### src/logic/islp_pkg.sv
`default_nettype none
package islp_pkg;

  // ==========================================================
  // Bus constants
  localparam logic [7:0]  SLEEP_ID       = 8'h86;
  localparam logic [3:0]  BITS_PER_BYTE  = 4'h8;
  localparam logic [3:0]  BIT_CNT_RST    = 4'h0;
  localparam logic [7:0]  SHIFT_RST      = 8'h00;

  // ==========================================================
  // Timing
  localparam int unsigned CLK_MHZ        = 250;
  localparam int unsigned T_REC_US       = 400;
  localparam int unsigned REC_CYCLES     = T_REC_US * CLK_MHZ;
  localparam int unsigned REC_W          = 17;
  localparam logic [16:0] REC_CNT_RST    = 17'h00000;

  // ==========================================================
  // Types
  typedef struct packed {
    logic scl_rise;
    logic scl_fall;
    logic start;
    logic stop;
  } islp_ev_t;

  typedef enum logic [4:0] {
    ST_IDLE  = 5'b00001,
    ST_RECV  = 5'b00010,
    ST_ACK   = 5'b00100,
    ST_SLEEP = 5'b01000,
    ST_WAKE  = 5'b10000
  } islp_state_t;

endpackage
`default_nettype wire

### src/logic/islp_top.sv
`default_nettype none
// Behaviour
// Final Sleep byte is 86h from master; device acknowledges it.
// SDA released only after ninth rising SCL, never at its falling edge.
// Sleep entry begins at ninth rising SCL; SDA floats while asleep.
// SDA rising while SCL high is a STOP, even from sleep release.
// Master may ignore the STOP caused by the sleep release.
// Master may drive SDA low itself from the ninth rising SCL.
// Master allows up to 400 us recovery from Sleep.
module islp_top
  import islp_pkg::*;
#(
  parameter int unsigned REC_CNT = REC_CYCLES
) (
  input  wire logic clk,
  input  wire logic nrst,
  input  wire logic clk_en,
  input  wire logic scl_i,
  input  wire logic sda_i,
  output logic      sda_o,
  output logic      sda_oe,
  input  wire logic seq_armed,
  output logic      sleep_o,
  output logic      ready_o,
  output logic      stop_seen
);

  logic [1:0]        pins_s;
  logic              scl_s;
  logic              sda_s;
  logic              scl_q;
  logic              sda_q;
  islp_ev_t          ev;
  islp_state_t       state_q;
  islp_state_t       state_d;
  logic [3:0]        bit_cnt_q;
  logic [7:0]        shift_q;
  logic              oe_q;
  logic              oe_d;
  logic              stop_q;
  logic [REC_W-1:0]  rec_q;
  logic              byte_done;
  logic              is_sleep_id;
  logic              rec_done;
  logic              ack_take;
  logic              ack_skip;
  logic              sleep_d;
  logic              ready_d;
  logic              sleep_q;
  logic              ready_q;

  // ==========================================================
  // State class decode
  function automatic logic st_awake(input islp_state_t s);
    logic a;
    case (s)
      ST_IDLE, ST_RECV, ST_ACK: begin
        a = 1'b1;
      end
      default: begin
        a = 1'b0;
      end
    endcase
    return a;
  endfunction

  // ==========================================================
  // Pin synchronisers
  islp_sync #(.W(2)) u_sync (
    .clk  (clk),
    .nrst (nrst),
    .en   (clk_en),
    .d    ({scl_i, sda_i}),
    .q    (pins_s)
  );

  assign scl_s = pins_s[1];
  assign sda_s = pins_s[0];

  always_ff @(posedge clk or negedge nrst) begin
    if (!nrst) begin
      scl_q <= 1'b1;
      sda_q <= 1'b1;
    end else if (clk_en) begin
      scl_q <= scl_s;
      sda_q <= sda_s;
    end
  end

  // ==========================================================
  // Bus event decode
  assign ev.scl_rise = scl_s & ~scl_q;
  assign ev.scl_fall = ~scl_s & scl_q;
  assign ev.start    = scl_s & scl_q & sda_q & ~sda_s;
  assign ev.stop     = scl_s & scl_q & ~sda_q & sda_s;

  assign byte_done   = (bit_cnt_q == BITS_PER_BYTE);
  assign is_sleep_id = (shift_q == SLEEP_ID) & seq_armed;
  assign rec_done    = (rec_q == REC_W'(REC_CNT - 1));
  assign ack_take    = ev.scl_fall & byte_done & is_sleep_id;
  assign ack_skip    = ev.scl_fall & byte_done & ~is_sleep_id;

  // ==========================================================
  // Next state
  always_comb begin
    state_d = state_q;
    oe_d    = oe_q;
    case (state_q)
      ST_IDLE: begin
        oe_d = 1'b0;
        if (ev.start) begin
          state_d = ST_RECV;
        end
      end
      ST_RECV: begin
        if (ev.stop) begin
          state_d = ST_IDLE;
        end else if (ev.start) begin
          state_d = ST_RECV;
        end else if (ack_take) begin
          state_d = ST_ACK;
          oe_d    = 1'b1;
        end else if (ack_skip) begin
          state_d = ST_IDLE;
        end
      end
      ST_ACK: begin
        // Release waits for the ninth SCL rise
        if (ev.scl_rise) begin
          state_d = ST_SLEEP;
          oe_d    = 1'b0;
        end else if (ev.stop) begin
          state_d = ST_IDLE;
          oe_d    = 1'b0;
        end
      end
      ST_SLEEP: begin
        oe_d = 1'b0;
        if (ev.start) begin
          state_d = ST_WAKE;
        end
      end
      ST_WAKE: begin
        oe_d = 1'b0;
        if (rec_done) begin
          state_d = ST_IDLE;
        end
      end
      default: begin
        state_d = ST_IDLE;
        oe_d    = 1'b0;
      end
    endcase
  end

  // ==========================================================
  // State registers
  always_ff @(posedge clk or negedge nrst) begin
    if (!nrst) begin
      state_q <= ST_IDLE;
      oe_q    <= 1'b0;
    end else if (clk_en) begin
      state_q <= state_d;
      oe_q    <= oe_d;
    end
  end

  // ==========================================================
  // Status registers; sleep and ready loaded from next state, stop from the bus event
  assign sleep_d = (state_d == ST_SLEEP);
  assign ready_d = st_awake(state_d);

  always_ff @(posedge clk or negedge nrst) begin
    if (!nrst) begin
      stop_q  <= 1'b0;
      sleep_q <= 1'b0;
      ready_q <= 1'b1;
    end else if (clk_en) begin
      stop_q  <= ev.stop;
      sleep_q <= sleep_d;
      ready_q <= ready_d;
    end
  end

  // ==========================================================
  // Bit shifter, sampled on rising SCL
  always_ff @(posedge clk or negedge nrst) begin
    if (!nrst) begin
      bit_cnt_q <= BIT_CNT_RST;
      shift_q   <= SHIFT_RST;
    end else if (clk_en) begin
      // Count holds at eight until the eighth SCL fall, then clears once out of ST_RECV
      if (ev.start || state_q != ST_RECV) begin
        bit_cnt_q <= BIT_CNT_RST;
      end else if (ev.scl_rise && !byte_done) begin
        bit_cnt_q <= bit_cnt_q + 4'h1;
        shift_q   <= {shift_q[6:0], sda_s};
      end
    end
  end

  // ==========================================================
  // Wake recovery counter
  always_ff @(posedge clk or negedge nrst) begin
    if (!nrst) begin
      rec_q <= REC_CNT_RST;
    end else if (clk_en) begin
      if (state_q == ST_WAKE) begin
        rec_q <= rec_q + REC_W'(1);
      end else begin
        rec_q <= REC_CNT_RST;
      end
    end
  end

  assign sda_o     = 1'b0;
  assign sda_oe    = oe_q;
  assign sleep_o   = sleep_q;
  assign ready_o   = ready_q;
  assign stop_seen = stop_q;

endmodule
`default_nettype wire

### src/logic/islp_sync.sv
`default_nettype none
module islp_sync #(
  parameter int unsigned W = 2
) (
  input  wire logic         clk,
  input  wire logic         nrst,
  input  wire logic         en,
  input  wire logic [W-1:0] d,
  output logic      [W-1:0] q
);

  logic [W-1:0] meta_q;

  // ==========================================================
  // Two-stage synchroniser, pins idle high
  always_ff @(posedge clk or negedge nrst) begin
    if (!nrst) begin
      meta_q <= '1;
      q      <= '1;
    end else if (en) begin
      meta_q <= d;
      q      <= meta_q;
    end
  end

endmodule
`default_nettype wire

### config.mk
export PLATFORM = sky130hd
export DESIGN_NAME = islp_top
export DESIGN_NICKNAME = d
export VERILOG_FILES = /design/src/logic/islp_pkg.sv /design/src/logic/islp_top.sv /design/src/logic/islp_sync.sv
export SDC_FILE = /design/constraint.sdc
export NUM_CORES = 1
export LEC_CHECK = 0
export BUFFER_PORTS_ARGS = -buffer_cell sky130_fd_sc_hd__buf_2
export CAP_MARGIN = 10
export CORE_MARGIN = 2
export CORE_UTILIZATION = 60
export CTS_CLUSTER_SIZE = 16
export DETAILED_ROUTE_END_ITERATION = 7
export GPL_ROUTABILITY_DRIVEN = 0
export GPL_TIMING_DRIVEN = 0
export PLACE_DENSITY = 0.79
export SKIP_CTS_REPAIR_TIMING = 1
export SLEW_MARGIN = 20
export SYNTH_ARGS = -nofsm -noshare
export SYNTH_HDL_FRONTEND = slang
export SYNTH_SLANG_ARGS = --single-unit
### constraint.sdc
create_clock -name clk -period 1.78 [get_ports clk]
set_input_delay 0.445 -clock clk [delete_from_list [all_inputs] [get_ports clk]]
set_output_delay 0.445 -clock clk [all_outputs]
set_load 0.02 [all_outputs]
==> metrics, run 1 <==
GRT Residual Overflow 0; largest net degree at the start of global routing 45; diode count 0; DIE AREA 4380 sq um; initial antenna violation count 0; Clock Path Buffers 2; Max Slew Vio Count 0; endpoints failing hold 0; die width 66.2 microns; Row Count 22; RSZ-0062 raised after global routing false; count leader, synth dfrtp_1; FF+latch count, synth 44; mean area per synthesized cell 10.9 sq um; Final ANT Viol Nets 0; Fillers 276; vias post-DR 1723; number of global-route vias before repair 1727; drt wl/cell 17.0 microns; H-tree depth 2; post-layout util 0.705; predominant post-synthesis flop cell dfrtp_1; Clock transition at path regs 0.08 ns; Initial Utilization 0.629; worst skew pair latency 0.31 ns; Req. time, crit path 1.98 ns; GRT Total Usage 0.247; min cycle time layout 1.72 ns; CTS tree built; post-route setup slack 0.0629 ns; Die Ht 66.2 microns; Peak Freq 0.582 GHz; endpoints failing setup 0; length of the first detailed-routing pass in iterations 5; synth top area cells dfrtp_1 39%, dfstp_2 9.1%, mux2_4 4.5%; CTS buffer count 5; post-synth top area share 0.388; IO Pins 11; Worst Hold Slack 0.275 ns; Seq/Total Area, Yosys 0.479; R2R setup slack 0.06 ns; Setup crit start u_sync.q[1]; EDFF count, synth 0; first-pass GRT wire length 8120 microns; Detailed Route Iter0 Violations 126; fraction of layout cells with a size suffix above 1 0.282; Root Buffer clkbuf_8; fin area 2600 sq um; crit path kind reg2reg; Synthesized Nets 221; maxcap violations 0; sequential cell area 1110 sq um; R2R cell count 5; post-place instance area 2420 sq um; LEAKAGE 1.14 nW; Place WS -0.0564 ns; Core Area 3690 sq um; DRC 0; Worst-Margin Slew 0.949 ns; status finished clean; Fin Setup TNS 0 ns; I/O Buffers 8; Peak VDD IR 0.574 mV; synth warn 0; skew final 0.0103 ns; CP Launch Type flop; CP endpoint kind flop; relative slew slack 0.368; Yosys cell types 55; footprint of the multi-input gates 1150 sq um; Worst R2R Start u_sync.q[1]; synthesized area 2320 sq um; Via-to-Cell Ratio 6.11; Mapped Cells 212; Final Cycle Share 0.965; Area Overhead vs Synth 12.1%; commonest cells in the synthesized netlist 36 x dfrtp_1, 24 x nor2_1, 14 x nand2_1, 11 x nand3_1; CTS Sinks 44; critical path peak fanout 7; Cell Pwr Density 811 nW/um^2; post-DP HPWL 3210 microns; arrival time worst endpoint 1.92 ns; Worst Hold Class in2async; final wirelength 4780 microns; Yosys top cell by area dfrtp_1; nets 242; ys async rst share 1.00
worst paths after layout:
kind / end
max in group asynchronous: state_q[2]
worst max-delay path: shift_q[4]
worst min register to register: sda_oe
worst max register to register: shift_q[4]
min in group clk: u_sync.meta_q[1]
worst min-delay path: shift_q[4]
metrics by stage:
stage               total power, mW  std cells
global route                   2.19        282
CTS                            2.09        276
global placement               1.39        268
finish                         2.11        282
detailed placement             1.41        268
floorplan                      1.33        212
state kept, by name, indices dropped and copies added (netlist names):
| signal | flops |
|---|---|
| bit_cnt_q | 4 |
| ready_o | 1 |
| rec_q | 17 |
| scl_q | 1 |
| sda_oe | 1 |
| sda_q | 1 |
| shift_q | 8 |
| sleep_o | 1 |
| state_q | 5 |
| stop_seen | 1 |
| u_sync.meta_q | 2 |
| u_sync.q | 2 |
report_power, final:
part / internal, mW / leakage [nW] / switching [mW]
Combinational: 0.114 / 0.507 / 0.162
Sequential: 1.07 / 0.582 / 0.0705
Clock: 0.354 / 0.0515 / 0.334
Total: 1.54 / 1.14 / 0.567
metal layers:
layer	vias to the layer above	wire length, microns	track usage
li1	805	-	-
met1	865	2050	0.314
met2	40	2430	0.418
met3	13	219	0.0613
met4	0	82	0.0714
met5	-	0	0
area by class of cell:
class                   instances  share of cell area
multi-input cells             155               0.444
clock buffers                   8              0.0385
flip-flops and latches         44               0.427
plain buffers                   6              0.0173
well taps                      48              0.0231
repair buffers                 14              0.0395
inverters                       7              0.0101
logic make-up after synthesis:
kind of cell | after synthesis | share of synthesized area
compound gates | 29 | 0.0885
xor+xnor | 12 | 0.0453
fa+ha+maj | 3 | 0.0162
buf+inv | 13 | 0.0307
flops | 44 | 0.479
mux | 18 | 0.0976
other cells | 1 | 0.00162
simple gates | 92 | 0.241
layout by cell type (no fill, tap or decap), types with 4 or more instances in the layout:
master     n
a21oi_1    4
buf_2     10
dfstp_2    8
o21ai_0    5
nor2_1    22
nand3_1   11
inv_1      5
nor3_1     6
xnor2_1    6
buf_4      6
dfrtp_1   36
nand2_1   14
xor2_1     6
clkbuf_8   7
and3_1     4
mux2_2     8
mux2_4     7
critical path, cell delays in order (launching register included):
cell       delay (ns)
dfstp_2          0.60
nor2b_4          0.17
and3_4           0.19
and3_4           0.22
clkbuf_16        0.15
mux2_4           0.28
(Power assumes the default switching activity.)
==> inputs of run 2 (changes only) <==
--- a/config.mk
+++ b/config.mk
@@ -5,7 +5,7 @@
 export SDC_FILE = /design/constraint.sdc
 export NUM_CORES = 1
 export LEC_CHECK = 0
-export BUFFER_PORTS_ARGS = -buffer_cell sky130_fd_sc_hd__buf_2
+export BUFFER_PORTS_ARGS = -buffer_cell sky130_fd_sc_hd__clkbuf_2
 export CAP_MARGIN = 10
 export CORE_MARGIN = 2
 export CORE_UTILIZATION = 60
==> run 2 against run 1 <==
Compared with the run above:
- combinational power increased by 3%
- highest routed layer unchanged
- die area unchanged
- clock skew decreased by 0.0065 ns
- maximum frequency decreased by 2.3%
- wire length decreased by 2.2%
- worst setup slack got worse by 0.041 ns
- register-to-register slack got worse by 0.04 ns
- via count increased by 1.1%
- clock power decreased by 6.3%
- sequential power about the same
- first-iteration DRC count decreased by 4.0%
==> metrics, run 2 (synthesis results as in run 1) <==
status finished clean; endpoints failing hold 0 (unchanged); I/O Buffers 8 (unchanged); total power 2.07 mW (-1.6%); most frequent CP cell and3_4; Worst-Margin Slew 0.957 ns (+0.00848 ns); CP delay by family, top simple AND/OR/NAND/NOR gates; length of the first detailed-routing pass in iterations 5 (unchanged); Clock Path Buffers 2 (unchanged); placed cell count 268 (unchanged); drt wl/cell 16.7 microns (-1.5%); final wirelength 4680 microns (-2.2%); Root Buffer clkbuf_8; skew final 0.00372 ns (-0.00653 ns); maxcap violations 0 (unchanged); CTS tree built; largest net degree at the start of global routing 45 (unchanged); post-place instance area 2420 sq um (unchanged); Die Ht 66.2 microns (unchanged); GRT Total Usage 0.251 (+0.00337); vias post-DR 1742 (+1.1%); Row Count 22 (unchanged); fin area 2580 sq um (-0.82%); CP endpoint kind flop; post-DP HPWL 3220 microns (+0.45%); max reg flops 17 (unchanged); IO Pins 11 (unchanged); nets 240 (-0.83%); worst skew pair latency 0.30 ns (about the same); Final Cycle Share 0.988 (+0.0232); CP Launch Type flop; GRT Residual Overflow 0 (unchanged); Clock transition at path regs 0.08 ns (about the same); diode count 0 (unchanged); Cell Pwr Density 804 nW/um^2 (-0.84%); Initial Utilization 0.629 (unchanged); CTS Sinks 44 (unchanged); arrival time worst endpoint 1.95 ns (+0.03 ns); number of global-route vias before repair 1783 (+3.2%); critical path peak fanout 6 (-1); LEAKAGE 1.12 nW (-2.1%); worst path bufs/invs 1 (unchanged); endpoints failing setup 0 (unchanged); critical path, cell by cell nor2b_4 > and3_4 > and3_4 > clkbuf_16 > mux2_4; Final ANT Viol Nets 0 (unchanged); non-filler cells, final 280 (-0.71%); fraction of layout cells with a size suffix above 1 0.280 (-0.00188); Peak Freq 0.569 GHz (-2.3%); Req. time, crit path 1.97 ns (about the same); Max Slew Vio Count 0 (unchanged); initial antenna violation count 0 (unchanged); Peak VDD IR 0.607 mV (+5.7%); most frequent cells in the layout 36 x dfrtp_1, 22 x nor2_1, 14 x nand2_1; Via-to-Cell Ratio 6.22 (+1.8%); cell at the slowest stage of the critical path dfstp_2; first-pass GRT wire length 8200 microns (+0.94%); crit path kind reg2reg; Largest Register rec_q; Detailed Route Iter0 Violations 121 (-4.0%); Core Area 3690 sq um (unchanged); biggest regs rec_q x17, shift_q x8, state_q x5; Area Overhead vs Synth 11.2%; H-tree depth 2 (unchanged); DRC 0 (unchanged); RSZ-0062 raised after global routing true; die width 66.2 microns (unchanged); DIE AREA 4380 sq um (unchanged); crit-path max cell delay 0.60 ns (about the same); min cycle time layout 1.76 ns (+0.0412 ns); Worst Hold Class in2async; relative slew slack 0.362 (-0.00565); CTS buffer count 5 (unchanged); most common cell after layout, fill and taps aside dfrtp_1
run 2: where the power goes:
| part | switching [mW] | internal, mW | total [mW] |
|---|---|---|---|
| clock network | 0.330 | 0.315 | 0.645 |
| registers | 0.0721 | 1.07 | 1.14 |
| logic | 0.164 | 0.120 | 0.284 |
run 2: path summary, 6_finish.rpt:
| path | startpoint | end | slack (ns) | depth (start not counted) |
|---|---|---|---|---|
| min in group clk | scl_i | u_sync.meta_q[1] | 0.37 | 2 |
| min reg2reg | sda_oe | sda_oe | 0.50 | 1 |
| max reg2reg | u_sync.q[1] | shift_q[6] | 0.02 | 5 |
| min | nrst | shift_q[3] | 0.29 | 1 |
| max | u_sync.q[1] | shift_q[6] | 0.02 | 5 |
| max in group asynchronous | nrst | rec_q[11] | 0.89 | 1 |
run 2: metal layers:
layer  share of wire  global-route usage  vias to the layer above
met5               0                   0                        -
met4           0.022               0.125                        0
met3           0.044              0.0545                       15
met2            0.51               0.408                       57
met1            0.42               0.314                      865
li1                -                   -                      805
run 2: final cells by class:
class	instances	area, sq um
clock inverters	1	7.51
repair buffers	12	87.6
clock buffers	7	86.3
fillers	282	1110
inverters	7	26.3
multi-input cells	155	1150
flip-flops and latches	44	1110
well taps	48	60.1
plain buffers	6	45.0
run 2: stage by stage:
step	utilization	setup WS [ns]	TNS [ns]	hold WS (ns)
after floorplan	-	0.141	0	0.149
after global placement	0.656	-0.00280	-0.00575	0.483
after detailed placement	0.656	-0.0817	-0.628	0.485
after CTS	0.681	0.0117	0	0.368
after global routing	0.699	-0.0212	-0.0380	0.373
final	0.699	0.0217	0	0.292
==> inputs of run 3 (changes only) <==
--- a/config.mk
+++ b/config.mk
@@ -14,6 +14,7 @@
 export GPL_ROUTABILITY_DRIVEN = 0
 export GPL_TIMING_DRIVEN = 0
 export PLACE_DENSITY = 0.79
+export RECOVER_POWER = 25
 export SKIP_CTS_REPAIR_TIMING = 1
 export SLEW_MARGIN = 20
 export SYNTH_ARGS = -nofsm -noshare
==> run 3 against run 2 <==
Compared with the run above:
- maximum frequency did not move
- non-clock buffer count did not move
- final cell count stayed put
- via count stayed put
- clock-buffer cell count stayed put
- die area unchanged
- global-route usage did not move
- highest routed layer unchanged
- sequential share of layout area is the same
- hold slack gained 0.038 ns
- wire length about the same
- largest cell class unchanged
- utilization stayed put
- worst setup slack unchanged
==> metrics, run 3 (synthesis results as in run 1) <==
worst skew pair latency 0.30 ns (about the same); fraction of layout cells with a size suffix above 1 0.280 (unchanged); critical path peak fanout 6 (unchanged); vias post-DR 1742 (unchanged); DRC 0 (unchanged); CP Launch Type flop; arrival time worst endpoint 1.95 ns (about the same); Peak Freq 0.569 GHz (unchanged); Final ANT Viol Nets 0 (unchanged); Clock Path Buffers 2 (unchanged); endpoints failing hold 0 (unchanged); CP endpoint kind flop; status finished clean; crit-path max cell delay 0.60 ns (about the same); Area Overhead vs Synth 11.2% (unchanged); CTS buffer count 5 (unchanged); first-pass GRT wire length 8200 microns (unchanged); crit path kind reg2reg; most common cell after layout, fill and taps aside dfrtp_1; Core Area 3690 sq um (unchanged); CTS Sinks 44 (unchanged); Worst Hold Class in2async; max reg flops 17 (unchanged); Via-to-Cell Ratio 6.22 (unchanged); cell at the slowest stage of the critical path dfstp_2; Final Cycle Share 0.988 (unchanged); fin area 2580 sq um (unchanged); Cell Pwr Density 804 nW/um^2 (about the same); LEAKAGE 1.12 nW (about the same); total power 2.07 mW (about the same); GRT Total Usage 0.251 (unchanged); relative slew slack 0.286 (-0.0761); Row Count 22 (unchanged); drt wl/cell 16.7 microns (about the same); GRT Residual Overflow 0 (unchanged); Max Slew Vio Count 0 (unchanged); skew final 0.00372 ns (unchanged); length of the first detailed-routing pass in iterations 5 (unchanged); final wirelength 4680 microns (about the same); Detailed Route Iter0 Violations 121 (unchanged); Die Ht 66.2 microns (unchanged); number of global-route vias before repair 1783 (unchanged); nets 240 (unchanged); H-tree depth 2 (unchanged); Initial Utilization 0.629 (unchanged); post-DP HPWL 3220 microns (unchanged); IO Pins 11 (unchanged); post-place instance area 2420 sq um (unchanged); maxcap violations 0 (unchanged); initial antenna violation count 0 (unchanged); RSZ-0062 raised after global routing true; Req. time, crit path 1.97 ns (about the same); I/O Buffers 8 (unchanged); DIE AREA 4380 sq um (unchanged); endpoints failing setup 0 (unchanged); Peak VDD IR 0.607 mV (about the same); critical path, cell by cell nor2b_4 > and3_4 > and3_4 > clkbuf_16 > mux2_4; Clock transition at path regs 0.08 ns (about the same); die width 66.2 microns (unchanged); biggest regs rec_q x17, shift_q x8, state_q x5; R2R setup slack 0.02 ns (about the same); most frequent cells in the layout 36 x dfrtp_1, 22 x nor2_1, 14 x nand2_1; Largest Register rec_q; diode count 0 (unchanged); largest net degree at the start of global routing 45 (unchanged); CTS tree built; min cycle time layout 1.76 ns (unchanged); Root Buffer clkbuf_8; most frequent CP cell and3_4; Worst-Margin Slew 1.07 ns (+0.114 ns)
==> run 3: changes by cell type in the layout (fill, tap and decap cells not counted), sizes merged <==
| cell | delta |
|---|---|
| buf | -1 |
| clkbuf | +1 |
==> run 3: stage by stage <==
| step | hold slack [ns] | std cells | util | setup WS (ns) | setup TNS, ns |
|---|---|---|---|---|---|
| floorplan | 0.149 | 212 | - | 0.141 | 0 |
| global placement | 0.483 | 268 | 0.656 | -0.00280 | -0.00575 |
| detailed placement | 0.485 | 268 | 0.656 | -0.0817 | -0.628 |
| CTS | 0.368 | 276 | 0.681 | 0.0117 | 0 |
| global route | 0.373 | 280 | 0.699 | -0.0212 | -0.0380 |
| finish | 0.330 | 280 | 0.699 | 0.0217 | 0 |
==> run 3: layout make-up <==
| cell class | instances | area (sq um) |
|---|---|---|
| Fill cell | 282 | 1110 |
| Buffer | 6 | 45.0 |
| Inverter | 7 | 26.3 |
| Clock buffer | 7 | 86.3 |
| Sequential cell | 44 | 1110 |
| Clock inverter | 1 | 7.51 |
| Multi-Input combinational cell | 155 | 1150 |
| Timing Repair Buffer | 12 | 87.6 |
| Tap cell | 48 | 60.1 |
==> run 3: critical path: cells and delay by family, from the launching register on <==
family                 cells  cell delay, ns
multiplexers               1            0.29
buffers and inverters      1            0.15
flip-flops                 1            0.60
AND/OR/NAND/NOR            3            0.61
==> run 3: final timing paths <==
kind | from | end | depth (start not counted)
setup / recovery | u_sync.q[1] | shift_q[6] | 5
hold / removal | nrst | shift_q[3] | 1
setup reg to reg | u_sync.q[1] | shift_q[6] | 5
hold reg to reg | sda_oe | sda_oe | 1
max in group asynchronous | nrst | rec_q[11] | 1
min in group clk | scl_i | u_sync.meta_q[1] | 2
==> run 3: power breakdown <==
group          leakage (nW)  switching [mW]  total [mW]  internal [mW]
registers             0.582          0.0721        1.14           1.07
logic                 0.490           0.164       0.284          0.120
clock network        0.0445           0.330       0.645          0.315
total                  1.12           0.566        2.07           1.51
==> run 3: metal layers <==
metal,wire length [microns],vias up,track usage
li1,-,805,-
met2,2390,57,0.408
met5,0,-,0
met1,1980,865,0.314
met3,203,15,0.0545
met4,104,0,0.125
